--- config.mk ---
export PLATFORM = sky130hd
export DESIGN_NAME = smx_sfr_map
export DESIGN_NICKNAME = d
export VERILOG_FILES = /design/src/common/smx_pkg.sv /design/src/verilog/smx_bank.sv /design/src/verilog/smx_sfr_map.sv
export SDC_FILE = /design/constraint.sdc
export NUM_CORES = 2
export LEC_CHECK = 0
export ABC_AREA = 1
export BUFFER_PORTS_ARGS = -buffer_cell sky130_fd_sc_hd__clkbuf_2
export CAP_MARGIN = 25
export CELL_PAD_IN_SITES_DETAIL_PLACEMENT = 1
export CELL_PAD_IN_SITES_GLOBAL_PLACEMENT = 2
export CORE_MARGIN = 2
export CORE_UTILIZATION = 47
export CTS_BUF_LIST = sky130_fd_sc_hd__clkbuf_8
export CTS_CLUSTER_SIZE = 25
export DETAILED_ROUTE_END_ITERATION = 16
export GPL_TIMING_DRIVEN = 0
export MAX_ROUTING_LAYER = met4
export PLACE_DENSITY = 0.92
export SLEW_MARGIN = 10
export SYNTH_ARGS = -nofsm -noshare
export SYNTH_HDL_FRONTEND = slang
export SYNTH_HIERARCHICAL = 1
export SYNTH_SLANG_ARGS = --single-unit
--- constraint.sdc ---
create_clock -name clk_sys -period 1.1 [get_ports clk_sys]
set_input_delay 0.11 -clock clk_sys [delete_from_list [all_inputs] [get_ports clk_sys]]
set_output_delay 0.11 -clock clk_sys [all_outputs]
set_load 0.02 [all_outputs]
--- src/common/smx_pkg.sv ---
// package: sfr map extension constants and carrier types
package smx_pkg;
    localparam int ADDR_W = 8;
    localparam int DATA_W = 8;
    localparam logic [7:0] SFR_BASE = 8'h80;
    localparam logic [7:0] SFR_LAST = 8'hFF;
    localparam logic [7:0] SYSCON_ADDR = 8'h8F;
    localparam logic [7:0] SYSCON_RESET = 8'h00;
    localparam int MAP_BIT = 0;
    localparam int RSV_RW_BIT = 2;
    localparam logic [7:0] SYSCON_RW_MASK = 8'h05;
    localparam int BANK_DEPTH = 128;
    localparam int IDX_W = 7;
    localparam logic [7:0] ZERO_BYTE = 8'h00;

    typedef enum logic {
        SMX_BANK_STD = 1'b0,
        SMX_BANK_MAP = 1'b1
    } smx_bank_t;

    typedef struct packed {
        logic wr;
        logic rd;
        logic [7:0] addr;
        logic [7:0] wdata;
    } smx_req_t;
endpackage

--- src/verilog/smx_bank.sv ---
// one bank of 128 special function registers
`timescale 1ns/10ps
module smx_bank (
    input wire logic clk_sys, // system clock
    input wire logic rst_n, // synchronised reset, active low
    input wire logic we, // write strobe for this bank
    input wire logic [6:0] idx, // register index within the bank
    input wire logic [7:0] wdata, // write data
    output logic [7:0] rdata // read data at idx, unregistered
);
    logic [7:0] mem_r [0:smx_pkg::BANK_DEPTH-1];

    // plain storage: peripherals behind each location are outside this block
    always_ff @(posedge clk_sys) begin
        if (we && rst_n) begin
            mem_r[idx] <= wdata;
        end
    end

    // read is combinational so the top can register the byte once, on its own output
    assign rdata = mem_r[idx];
endmodule

--- src/verilog/smx_sfr_map.sv ---
// sfr address decode with standard / mapped bank extension
`timescale 1ns/10ps
// Function
// - registers decode only for direct addresses 80 to FF hex.
// - all processor state except the program counter lives as registers in that region.
// - two banks, standard and mapped, each cover 80 to FF hex.
// - bank choice comes only from the stored map-select bit, never from the address.
// - map-select is bit 0, read-write, 0 standard and 1 mapped.
// - the control register sits at 8F hex and resets to zero.
// - bit 2 of the control register is reserved read-write and returns the last write.
// - bits 1 and 7 to 3 of the control register read as zero.
module smx_sfr_map (
    input wire logic clk_sys, // system clock, 50 MHz
    input wire logic rstn, // asynchronous reset, active low
    input wire smx_pkg::smx_req_t req, // direct access from cpu core
    output logic [7:0] rdata, // read data, valid the cycle after rd
    output logic rvalid, // one-cycle pulse with rdata
    output logic sfr_hit, // registered: last request decoded as sfr
    output logic bank_map_select // registered map-select level
);
    // ------------------------------------------------------------
    // reset release
    // ------------------------------------------------------------
    logic rst_s1_r;
    logic rst_n;

    always_ff @(posedge clk_sys or negedge rstn) begin
        if (!rstn) begin
            rst_s1_r <= 1'b0;
        end else begin
            rst_s1_r <= 1'b1;
        end
    end

    // second stage is the only reader of the first, the rest sees rst_n
    always_ff @(posedge clk_sys or negedge rstn) begin
        if (!rstn) begin
            rst_n <= 1'b0;
        end else begin
            rst_n <= rst_s1_r;
        end
    end

    // ------------------------------------------------------------
    // decode
    // ------------------------------------------------------------
    logic in_sfr;
    logic is_ctrl;
    logic rd_hit;
    logic wr_hit;
    logic std_we;
    logic map_we;
    logic ctrl_we;
    logic map_bit_r;
    logic rsv_bit_r;
    logic [7:0] system_control_zero;
    smx_pkg::smx_bank_t bank_sel;
    logic [7:0] std_rdata;
    logic [7:0] map_rdata;
    logic [7:0] rdata_nxt;
    logic rvalid_nxt;
    logic sfr_hit_nxt;

    assign in_sfr = (req.addr >= smx_pkg::SFR_BASE) && (req.addr <= smx_pkg::SFR_LAST);
    assign rd_hit = req.rd && in_sfr;
    assign wr_hit = req.wr && in_sfr;
    assign is_ctrl = in_sfr && (req.addr == smx_pkg::SYSCON_ADDR);
    // bank comes from the stored bit only, so the address cannot steer it
    assign bank_sel = smx_pkg::smx_bank_t'(map_bit_r);

    // control register is shadowed out of both banks so software can always return
    always_comb begin
        std_we = 1'b0;
        map_we = 1'b0;
        ctrl_we = 1'b0;
        if (wr_hit) begin
            if (is_ctrl) begin
                ctrl_we = 1'b1;
            end else begin
                case (bank_sel)
                    smx_pkg::SMX_BANK_STD: begin
                        std_we = 1'b1;
                    end
                    smx_pkg::SMX_BANK_MAP: begin
                        map_we = 1'b1;
                    end
                    default: begin
                        std_we = 1'b0;
                    end
                endcase
            end
        end
    end

    // ------------------------------------------------------------
    // control register
    // ------------------------------------------------------------
    always_ff @(posedge clk_sys or negedge rst_n) begin
        if (!rst_n) begin
            map_bit_r <= smx_pkg::SYSCON_RESET[smx_pkg::MAP_BIT];
        end else if (ctrl_we) begin
            map_bit_r <= req.wdata[smx_pkg::MAP_BIT];
        end
    end

    always_ff @(posedge clk_sys or negedge rst_n) begin
        if (!rst_n) begin
            rsv_bit_r <= smx_pkg::SYSCON_RESET[smx_pkg::RSV_RW_BIT];
        end else if (ctrl_we) begin
            rsv_bit_r <= req.wdata[smx_pkg::RSV_RW_BIT];
        end
    end

    // bits 1 and 7 to 3 have no storage at all, so they cannot read back non-zero; reserved bit 2 has its own flop
    always_comb begin
        system_control_zero = smx_pkg::ZERO_BYTE;
        system_control_zero[smx_pkg::MAP_BIT] = map_bit_r;
        system_control_zero[smx_pkg::RSV_RW_BIT] = rsv_bit_r;
    end

    // ------------------------------------------------------------
    // banks
    // ------------------------------------------------------------
    smx_bank u_std (
        .clk_sys(clk_sys),
        .rst_n(rst_n),
        .we(std_we),
        .idx(req.addr[smx_pkg::IDX_W-1:0]),
        .wdata(req.wdata),
        .rdata(std_rdata)
    );

    smx_bank u_map (
        .clk_sys(clk_sys),
        .rst_n(rst_n),
        .we(map_we),
        .idx(req.addr[smx_pkg::IDX_W-1:0]),
        .wdata(req.wdata),
        .rdata(map_rdata)
    );

    // ------------------------------------------------------------
    // read return
    // ------------------------------------------------------------
    // out-of-range reads return zero; the core's internal ram answers those
    always_comb begin
        rdata_nxt = smx_pkg::ZERO_BYTE;
        if (rd_hit) begin
            if (is_ctrl) begin
                rdata_nxt = system_control_zero;
            end else begin
                case (bank_sel)
                    smx_pkg::SMX_BANK_MAP: begin
                        rdata_nxt = map_rdata;
                    end
                    default: begin
                        rdata_nxt = std_rdata;
                    end
                endcase
            end
        end
    end

    assign rvalid_nxt = req.rd;
    assign sfr_hit_nxt = rd_hit || wr_hit;

    // every output leaves straight from a flop, so the core sees no decode glitches
    always_ff @(posedge clk_sys or negedge rst_n) begin
        if (!rst_n) begin
            rdata <= smx_pkg::ZERO_BYTE;
        end else begin
            rdata <= rdata_nxt;
        end
    end

    always_ff @(posedge clk_sys or negedge rst_n) begin
        if (!rst_n) begin
            rvalid <= 1'b0;
        end else begin
            rvalid <= rvalid_nxt;
        end
    end

    always_ff @(posedge clk_sys or negedge rst_n) begin
        if (!rst_n) begin
            sfr_hit <= 1'b0;
        end else begin
            sfr_hit <= sfr_hit_nxt;
        end
    end

    // mirror of the map bit; a separate flop keeps the pin off the decode fan-out
    always_ff @(posedge clk_sys or negedge rst_n) begin
        if (!rst_n) begin
            bank_map_select <= smx_pkg::SYSCON_RESET[smx_pkg::MAP_BIT];
        end else if (ctrl_we) begin
            bank_map_select <= req.wdata[smx_pkg::MAP_BIT];
        end
    end
endmodule

Word level (Yosys, flattened, before mapping)

Memories as Yosys holds them, arrays and structs flattened.
Index checks and enable logic that the tools add are counted.

Equal/unequal tests: 1
Reductions and logical operators: 7
Muxes and demuxes: 15
Magnitude comparators: 2

Operators by type and width:

| operator                                                  | count |
|---|---|
| 8-bit two-way mux                                         | 3 |
| 1-bit two-way mux                                         | 12 |
| 8-bit equality test (second input constant)               | 1 |
| 8-bit greater-or-equal comparator (second input constant) | 1 |
| 8-bit <= comparator (second input constant)               | 1 |
| 1-bit logical AND                                         | 6 |
| 1-bit logical OR                                          | 1 |

Input bits: 20
Bits in registers: 14
Memories: 2
Output and inout port bits: 11
Bits in writable memories: 2048
Logic and storage cells: 34

Memories:

| memory      | depth | width | rd ports | clocked after memory_dff | write ports | RTL line       | text |
|---|---|---|---|---|---|---|---|
| u_map.mem_r | 128   | 8     | 1        | 0                        | 1           | smx_bank.sv:11 | `logic [7:0] mem_r [0:smx_pkg::BANK_DEPTH-1];` |
| u_std.mem_r | 128   | 8     | 1        | 0                        | 1           | smx_bank.sv:11 |  |

Depth between registers and ports, before layout

Word-level depth: 8
Gate-level depth with buffers: 20
Depth with buffers taken out: 17

Modules after synthesis

The synthesis kept the hierarchy.

By module, submodules not included:

| module      | cells each | times used | seq. area each (um^2) | area an instance (um^2) |
|---|---|---|---|---|
| smx_bank    | 4373       | 2          | 30749.5               | 43784.5 |
| smx_sfr_map | 86         | 1          | 350.3                 | 658.1 |

Least setup slack after synthesis

No wires, ideal clock.

Path kind: register -> register
From: reg map_bit_r, in the netlist bank_sel
To: mem u_map.mem_r[106][0], enable pin
Arrival time: 1.831 ns
Required time: 0.730 ns
Slack: -1.101 ns
Cell stages (with the launch flop): 9
Clock period less this slack: 2.201 ns
Setup time: 0.370 ns
Buffers on the path: 2
Cell sequence: dfrtp_1 > buf_4 > nand2_1 > nor2_1 > nand2_1 > inv_1 > nand3_1 > clkbuf_1 > nor2_1

Longest elaborated chain between the ends: 6

RTL lines:

| element                                 | RTL line           | text |
|---|---|---|
| start, declared                         | smx_sfr_map.sv:54  | `logic map_bit_r;` |
| start signal, assigned                  | smx_sfr_map.sv:100 | `map_bit_r <= smx_pkg::SYSCON_RESET[smx_pkg::MAP_BIT];` |
| start signal, assigned                  | smx_sfr_map.sv:102 | `map_bit_r <= req.wdata[smx_pkg::MAP_BIT];` |
| 1-bit two-way mux                       | smx_sfr_map.sv:80  | `case (bank_sel)` |
| 1-bit two-way mux                       | smx_sfr_map.sv:77  | `if (is_ctrl) begin` |
| 1-bit two-way mux                       | smx_sfr_map.sv:76  | `if (wr_hit) begin` |
| via map_we                              | smx_sfr_map.sv:52  | `logic map_we;` |
| 1-bit logical AND                       | smx_bank.sv:15     | `if (we && rst_n) begin` |
| 1-bit two-way mux                       | smx_bank.sv:15     |  |
| 1-bit two-way mux (implied by the code) | smx_bank.sv:16     | `mem_r[idx] <= wdata;` |
| end, declared                           | smx_bank.sv:11     |  |

The timed path passes the listed nets, and every way through them passes these cells.

Final worst setup path

From: in req[10] (netlist bit)
To: reg rdata[6]

Elaborated cells between the ends (all ways): 11
Classes of those cells: order compare (2); eq/ne (1); mux (3); reduce/logical (3); memory (2)

RTL lines:

| element              | RTL line           | text |
|---|---|---|
| start, declared      | smx_sfr_map.sv:15  | `input wire smx_pkg::smx_req_t req,` |
| memory 128 x 8 bit   | n/a                |  |
| via map_rdata[6]     | smx_sfr_map.sv:59  | `logic [7:0] map_rdata;` |
| 8-bit two-way mux    | smx_sfr_map.sv:152 | `case (bank_sel)` |
| 8-bit two-way mux    | smx_sfr_map.sv:149 | `if (is_ctrl) begin` |
| 8-bit two-way mux    | smx_sfr_map.sv:148 | `if (rd_hit) begin` |
| via rdata_nxt[6]     | smx_sfr_map.sv:60  | `logic [7:0] rdata_nxt;` |
| end signal, assigned | smx_sfr_map.sv:170 | `rdata <= smx_pkg::ZERO_BYTE;` |
| end signal, assigned | smx_sfr_map.sv:172 | `rdata <= rdata_nxt;` |
| end, declared        | smx_sfr_map.sv:16  | `output logic [7:0] rdata,` |

The timed path passes the listed nets, and every way through them passes these cells.
A chain may end at the register's enable or synchronous reset.

==> summary.txt <==
Run
  • Max-cap violation count: 0

Critical path
  • Kind of capture point of the worst setup path: register
  • Worst path most repeated cell: sky130_fd_sc_hd__nand2_1
  • Endpoint required time on the critical path: 2.06 ns
  • Type of the worst setup path: input pin to register
  • Data arrival time of the worst path: 3.33 ns
  • Critical path's slowest cell: sky130_fd_sc_hd__nor2_1
  • Critical path cell sequence: clkbuf_2 -> clkbuf_1 -> inv_1 -> nor2_1 -> clkbuf_4 -> nand3_1 -> nand2_1 -> nor2_1 -> nand2_1 -> nand2_1 -> nand2_1 -> nor2_1 -> nand4_1 -> nand2_1 -> nand2_1 -> nand2_2 -> nor2_1
  • Critical Path Start Type: input pin
  • Stage delay of the slowest cell on the critical path: 0.47 ns
  • Peak fanout along the critical path: 10

Floorplanning
  • DIE WIDTH: 437 um
  • Site Rows: 159
  • I/O pin count: 31
  • Chip Height: 437 um
  • Starting density of the core: 0.471
  • Std-Cell Core Area: 0.187 mm^2
  • Die Area: 0.191 mm^2

Route
  • Aggregate routed wire length: 321 mm
  • Initial detailed-routing violation count: 6183
  • Total number of vias: 67452
  • Number of detailed-routing iterations run before antenna repair: 6
  • Count of unresolved DRC violations after routing: 0
  • Residual antenna-violating net count after detailed routing: 0
  • Mean routed wirelength per cell: 26.1 um
  • Vias per inst: 5.48

STA
  • Worst Slack Setup Final: -1.27 ns
  • Crit path time final: 2.37 ns
  • Final number of hold-violating endpoints: 158
  • Tightest slew margin relative to the limit: 0.260
  • Final max-slew violation count: 0
  • RSZ-0062 raised after global routing: yes
  • Final Setup Violations: 2244
  • Share of the clock period used by the worst path: 2.16
  • Aggregate negative setup slack: -2104.58 ns
  • Maximum clock skew at final layout: 0.0656 ns
  • Min Hold Slack: -0.350 ns
  • Highest Clock Rate: 0.421 GHz
  • Transition time at the pin with the least slew margin: 1.11 ns

Layout
  • Post-synthesis to final-layout area growth: 20.4%
  • Share of cells above drive strength 1: 0.161
  • Fill count: 20290
  • Number of nets in the layout: 9582
  • Non-filler cells, final: 12310

Clock tree
  • Maximum clock insertion buffer count: 4
  • Clock input transition at the sequential cells of the worst setup and hold paths: 0.06 ns
  • Clock latency of the later-clocked register in the worst-skew pair: 1.07 ns
  • Clock sink count: 2062
  • Clock root buffer: sky130_fd_sc_hd__clkbuf_8
  • Inserted Clock Buffers: 360
  • TritonCTS clock tree: done
  • Depth of the CTS H-tree: 5

Placement
  • Pre-CTS setup slack: -2.94 ns
  • Count of input and output buffers: 30
  • RePlAce Congestion: 0.936
  • Placed instance count: 11377
  • Half-perimeter wire length of the detailed placement result: 202 mm

Outcome
  • Failing checks: hold timing, setup timing
  • Status: complete, but fails checks

Logic synthesis
  • Flops & latches, synth: 2062
  • Synth warn: 6
  • Post-synthesis average cell area: 9.99 um^2
  • Cell count after synthesis: 8832
  • Unique masters post-synth: 26
  • Cell area after synthesis: 0.0882 mm^2
  • Syn Nets: 8852
  • Proportion of synthesized chip area in sequential cells: 0.701

GRT
  • Maximum number of pins on one net before global-route repair: 133
  • Number of antenna violations at the first check in global routing: 14
  • Via count of the first global-routing pass: 70428
  • Total routing usage reported by global routing: 0.338
  • Global-route wire length before repair: 458 mm
  • Aggregate global routing overflow: 0

Power and ir drop
  • Static Leak: 44.3 nW
  • Power density cells: 1540 mW/mm^2
  • VDD IR max: 1790 uV

Hold path
  • Class of the tightest hold or removal check: input pin to register
repair_timing:
action / in CTS / in global routing
pin swaps: 139 / 124
setup buffers: 223 / 61
hold buffers: 18 / 9
hold endpoints to repair: 1043 / 147
resized for setup: 425 / 169
setup endpoints to repair: 2067 / 2258
gates cloned: 13 / 1
Yosys cell counts (all sizes together):
cell type,count,share of area
a21oi,14,0.00079
buf,379,0.024
clkbuf,58,0.0025
clkinv,1,0.000043
conb,1,0.000043
dfrtp,14,0.0040
edfxtp,2048,0.70
inv,132,0.0057
nand2,5562,0.24
nand3,85,0.0049
nand4,2,0.00014
nor2,496,0.021
o211ai,4,0.00034
o21ai,12,0.00068
or2,24,0.0017
registers in the layout, summed over array words and instances, names as in the netlist:
register / cells
u_map/mem_r: 1024
bank_sel: 1
u_std/mem_r: 1024
rdata: 8
rst_n: 1
rvalid: 1
rsv_bit_r: 1
rst_s1_r: 1
sfr_hit: 1
where the power goes:
part	switching (W)	leakage, nW	internal (W)	total (W)
Clock	0.0315	3.61	0.0323	0.0638
Combinational	0.00998	22.1	0.00296	0.0129
Sequential	0.0000473	18.6	0.0864	0.0865
Total	0.0416	44.3	0.122	0.163
cell families after synthesis:
group / synth area share
simple gates: 0.265
flops: 0.701
buf+inv: 0.0324
compound gates: 0.00182
other cells: 0.0000425
path summary, 6_finish.rpt:
kind | endpoint | startpoint | slack, ns | cells after the start
max | rdata[6]$_DFF_PN0_ | req[10] | -1.27 | 17
min | u_map/mem_r[122][7]$_DFFE_PP_ | req[7] | -0.35 | 1
max reg2reg | rdata[0]$_DFF_PN0_ | u_std/mem_r[35][0]$_DFFE_PP_ | -1.19 | 16
min reg2reg | rsv_bit_r$_DFFE_PN0P_ | rst_n$_DFF_PN0_ | 0.18 | 0
max in group asynchronous | rst_n$_DFF_PN0_ | rstn | 0.42 | 4
min in group asynchronous | rsv_bit_r$_DFFE_PN0P_ | rst_n$_DFF_PN0_ | 0.18 | 0
per-layer routing:
metal,vias to the layer above,wire (um),track usage
li1,29972,-,-
met1,33703,118000,0.385
met2,2756,158000,0.560
met3,1021,19500,0.0456
met4,0,25400,0.226
met5,-,0,-
through the flow:
stage               utilization  power, W  instance area [um^2]
finish                    0.567     0.163                106000
global placement          0.496    0.0999                 92800
CTS                       0.560     0.163                105000
global route              0.567     0.168                106000
detailed placement        0.499    0.0999                 93400
floorplan                     -    0.0940                 89600
placed cells by master (no fill, tap or decap), types with 9 or more instances in the layout:
| master | n |
|---|---|
| sky130_fd_sc_hd__nand3_1 | 66 |
| sky130_fd_sc_hd__buf_8 | 10 |
| sky130_fd_sc_hd__o21ai_0 | 9 |
| sky130_fd_sc_hd__buf_12 | 167 |
| sky130_fd_sc_hd__clkbuf_1 | 31 |
| sky130_fd_sc_hd__or2_0 | 10 |
| sky130_fd_sc_hd__nor2_1 | 198 |
| sky130_fd_sc_hd__dlygate4sd3_1 | 26 |
| sky130_fd_sc_hd__nor2_2 | 38 |
| sky130_fd_sc_hd__buf_4 | 122 |
| sky130_fd_sc_hd__clkbuf_2 | 38 |
| sky130_fd_sc_hd__clkinv_1 | 76 |
| sky130_fd_sc_hd__or2_2 | 9 |
| sky130_fd_sc_hd__dfrtp_1 | 12 |
| sky130_fd_sc_hd__clkinv_2 | 36 |
| sky130_fd_sc_hd__buf_2 | 261 |
| sky130_fd_sc_hd__nand3_4 | 16 |
| sky130_fd_sc_hd__clkbuf_8 | 374 |
| sky130_fd_sc_hd__a21oi_1 | 12 |
| sky130_fd_sc_hd__inv_1 | 239 |
| sky130_fd_sc_hd__nand2_2 | 72 |
| sky130_fd_sc_hd__nand2_1 | 5483 |
| sky130_fd_sc_hd__buf_16 | 18 |
| sky130_fd_sc_hd__edfxtp_1 | 2048 |
| sky130_fd_sc_hd__nor2_4 | 260 |
| sky130_fd_sc_hd__buf_6 | 94 |
| sky130_fd_sc_hd__clkbuf_16 | 17 |
| sky130_fd_sc_hd__diode_2 | 10 |
worst max-delay path: cells and delay by family:
kind          cells  cell delay (ns)
simple gates     13             1.87
buf+inv           4             1.33
layout make-up:
| class | instances | area (um^2) | share of cell area |
|---|---|---|---|
| inverter | 133 | 533 | 0.00502 |
| buffer | 434 | 2710 | 0.0256 |
| multi-input combinational | 6200 | 26000 | 0.245 |
| clock inverter | 239 | 1160 | 0.0109 |
| antenna | 10 | 25.0 | 0.000236 |
| timing repair buffer | 371 | 5740 | 0.0541 |
| tap | 2495 | 3120 | 0.0294 |
| sequential | 2062 | 61900 | 0.582 |
| clock buffer | 366 | 5040 | 0.0474 |
No activity file was read; power rests on OpenSTA's default activity.
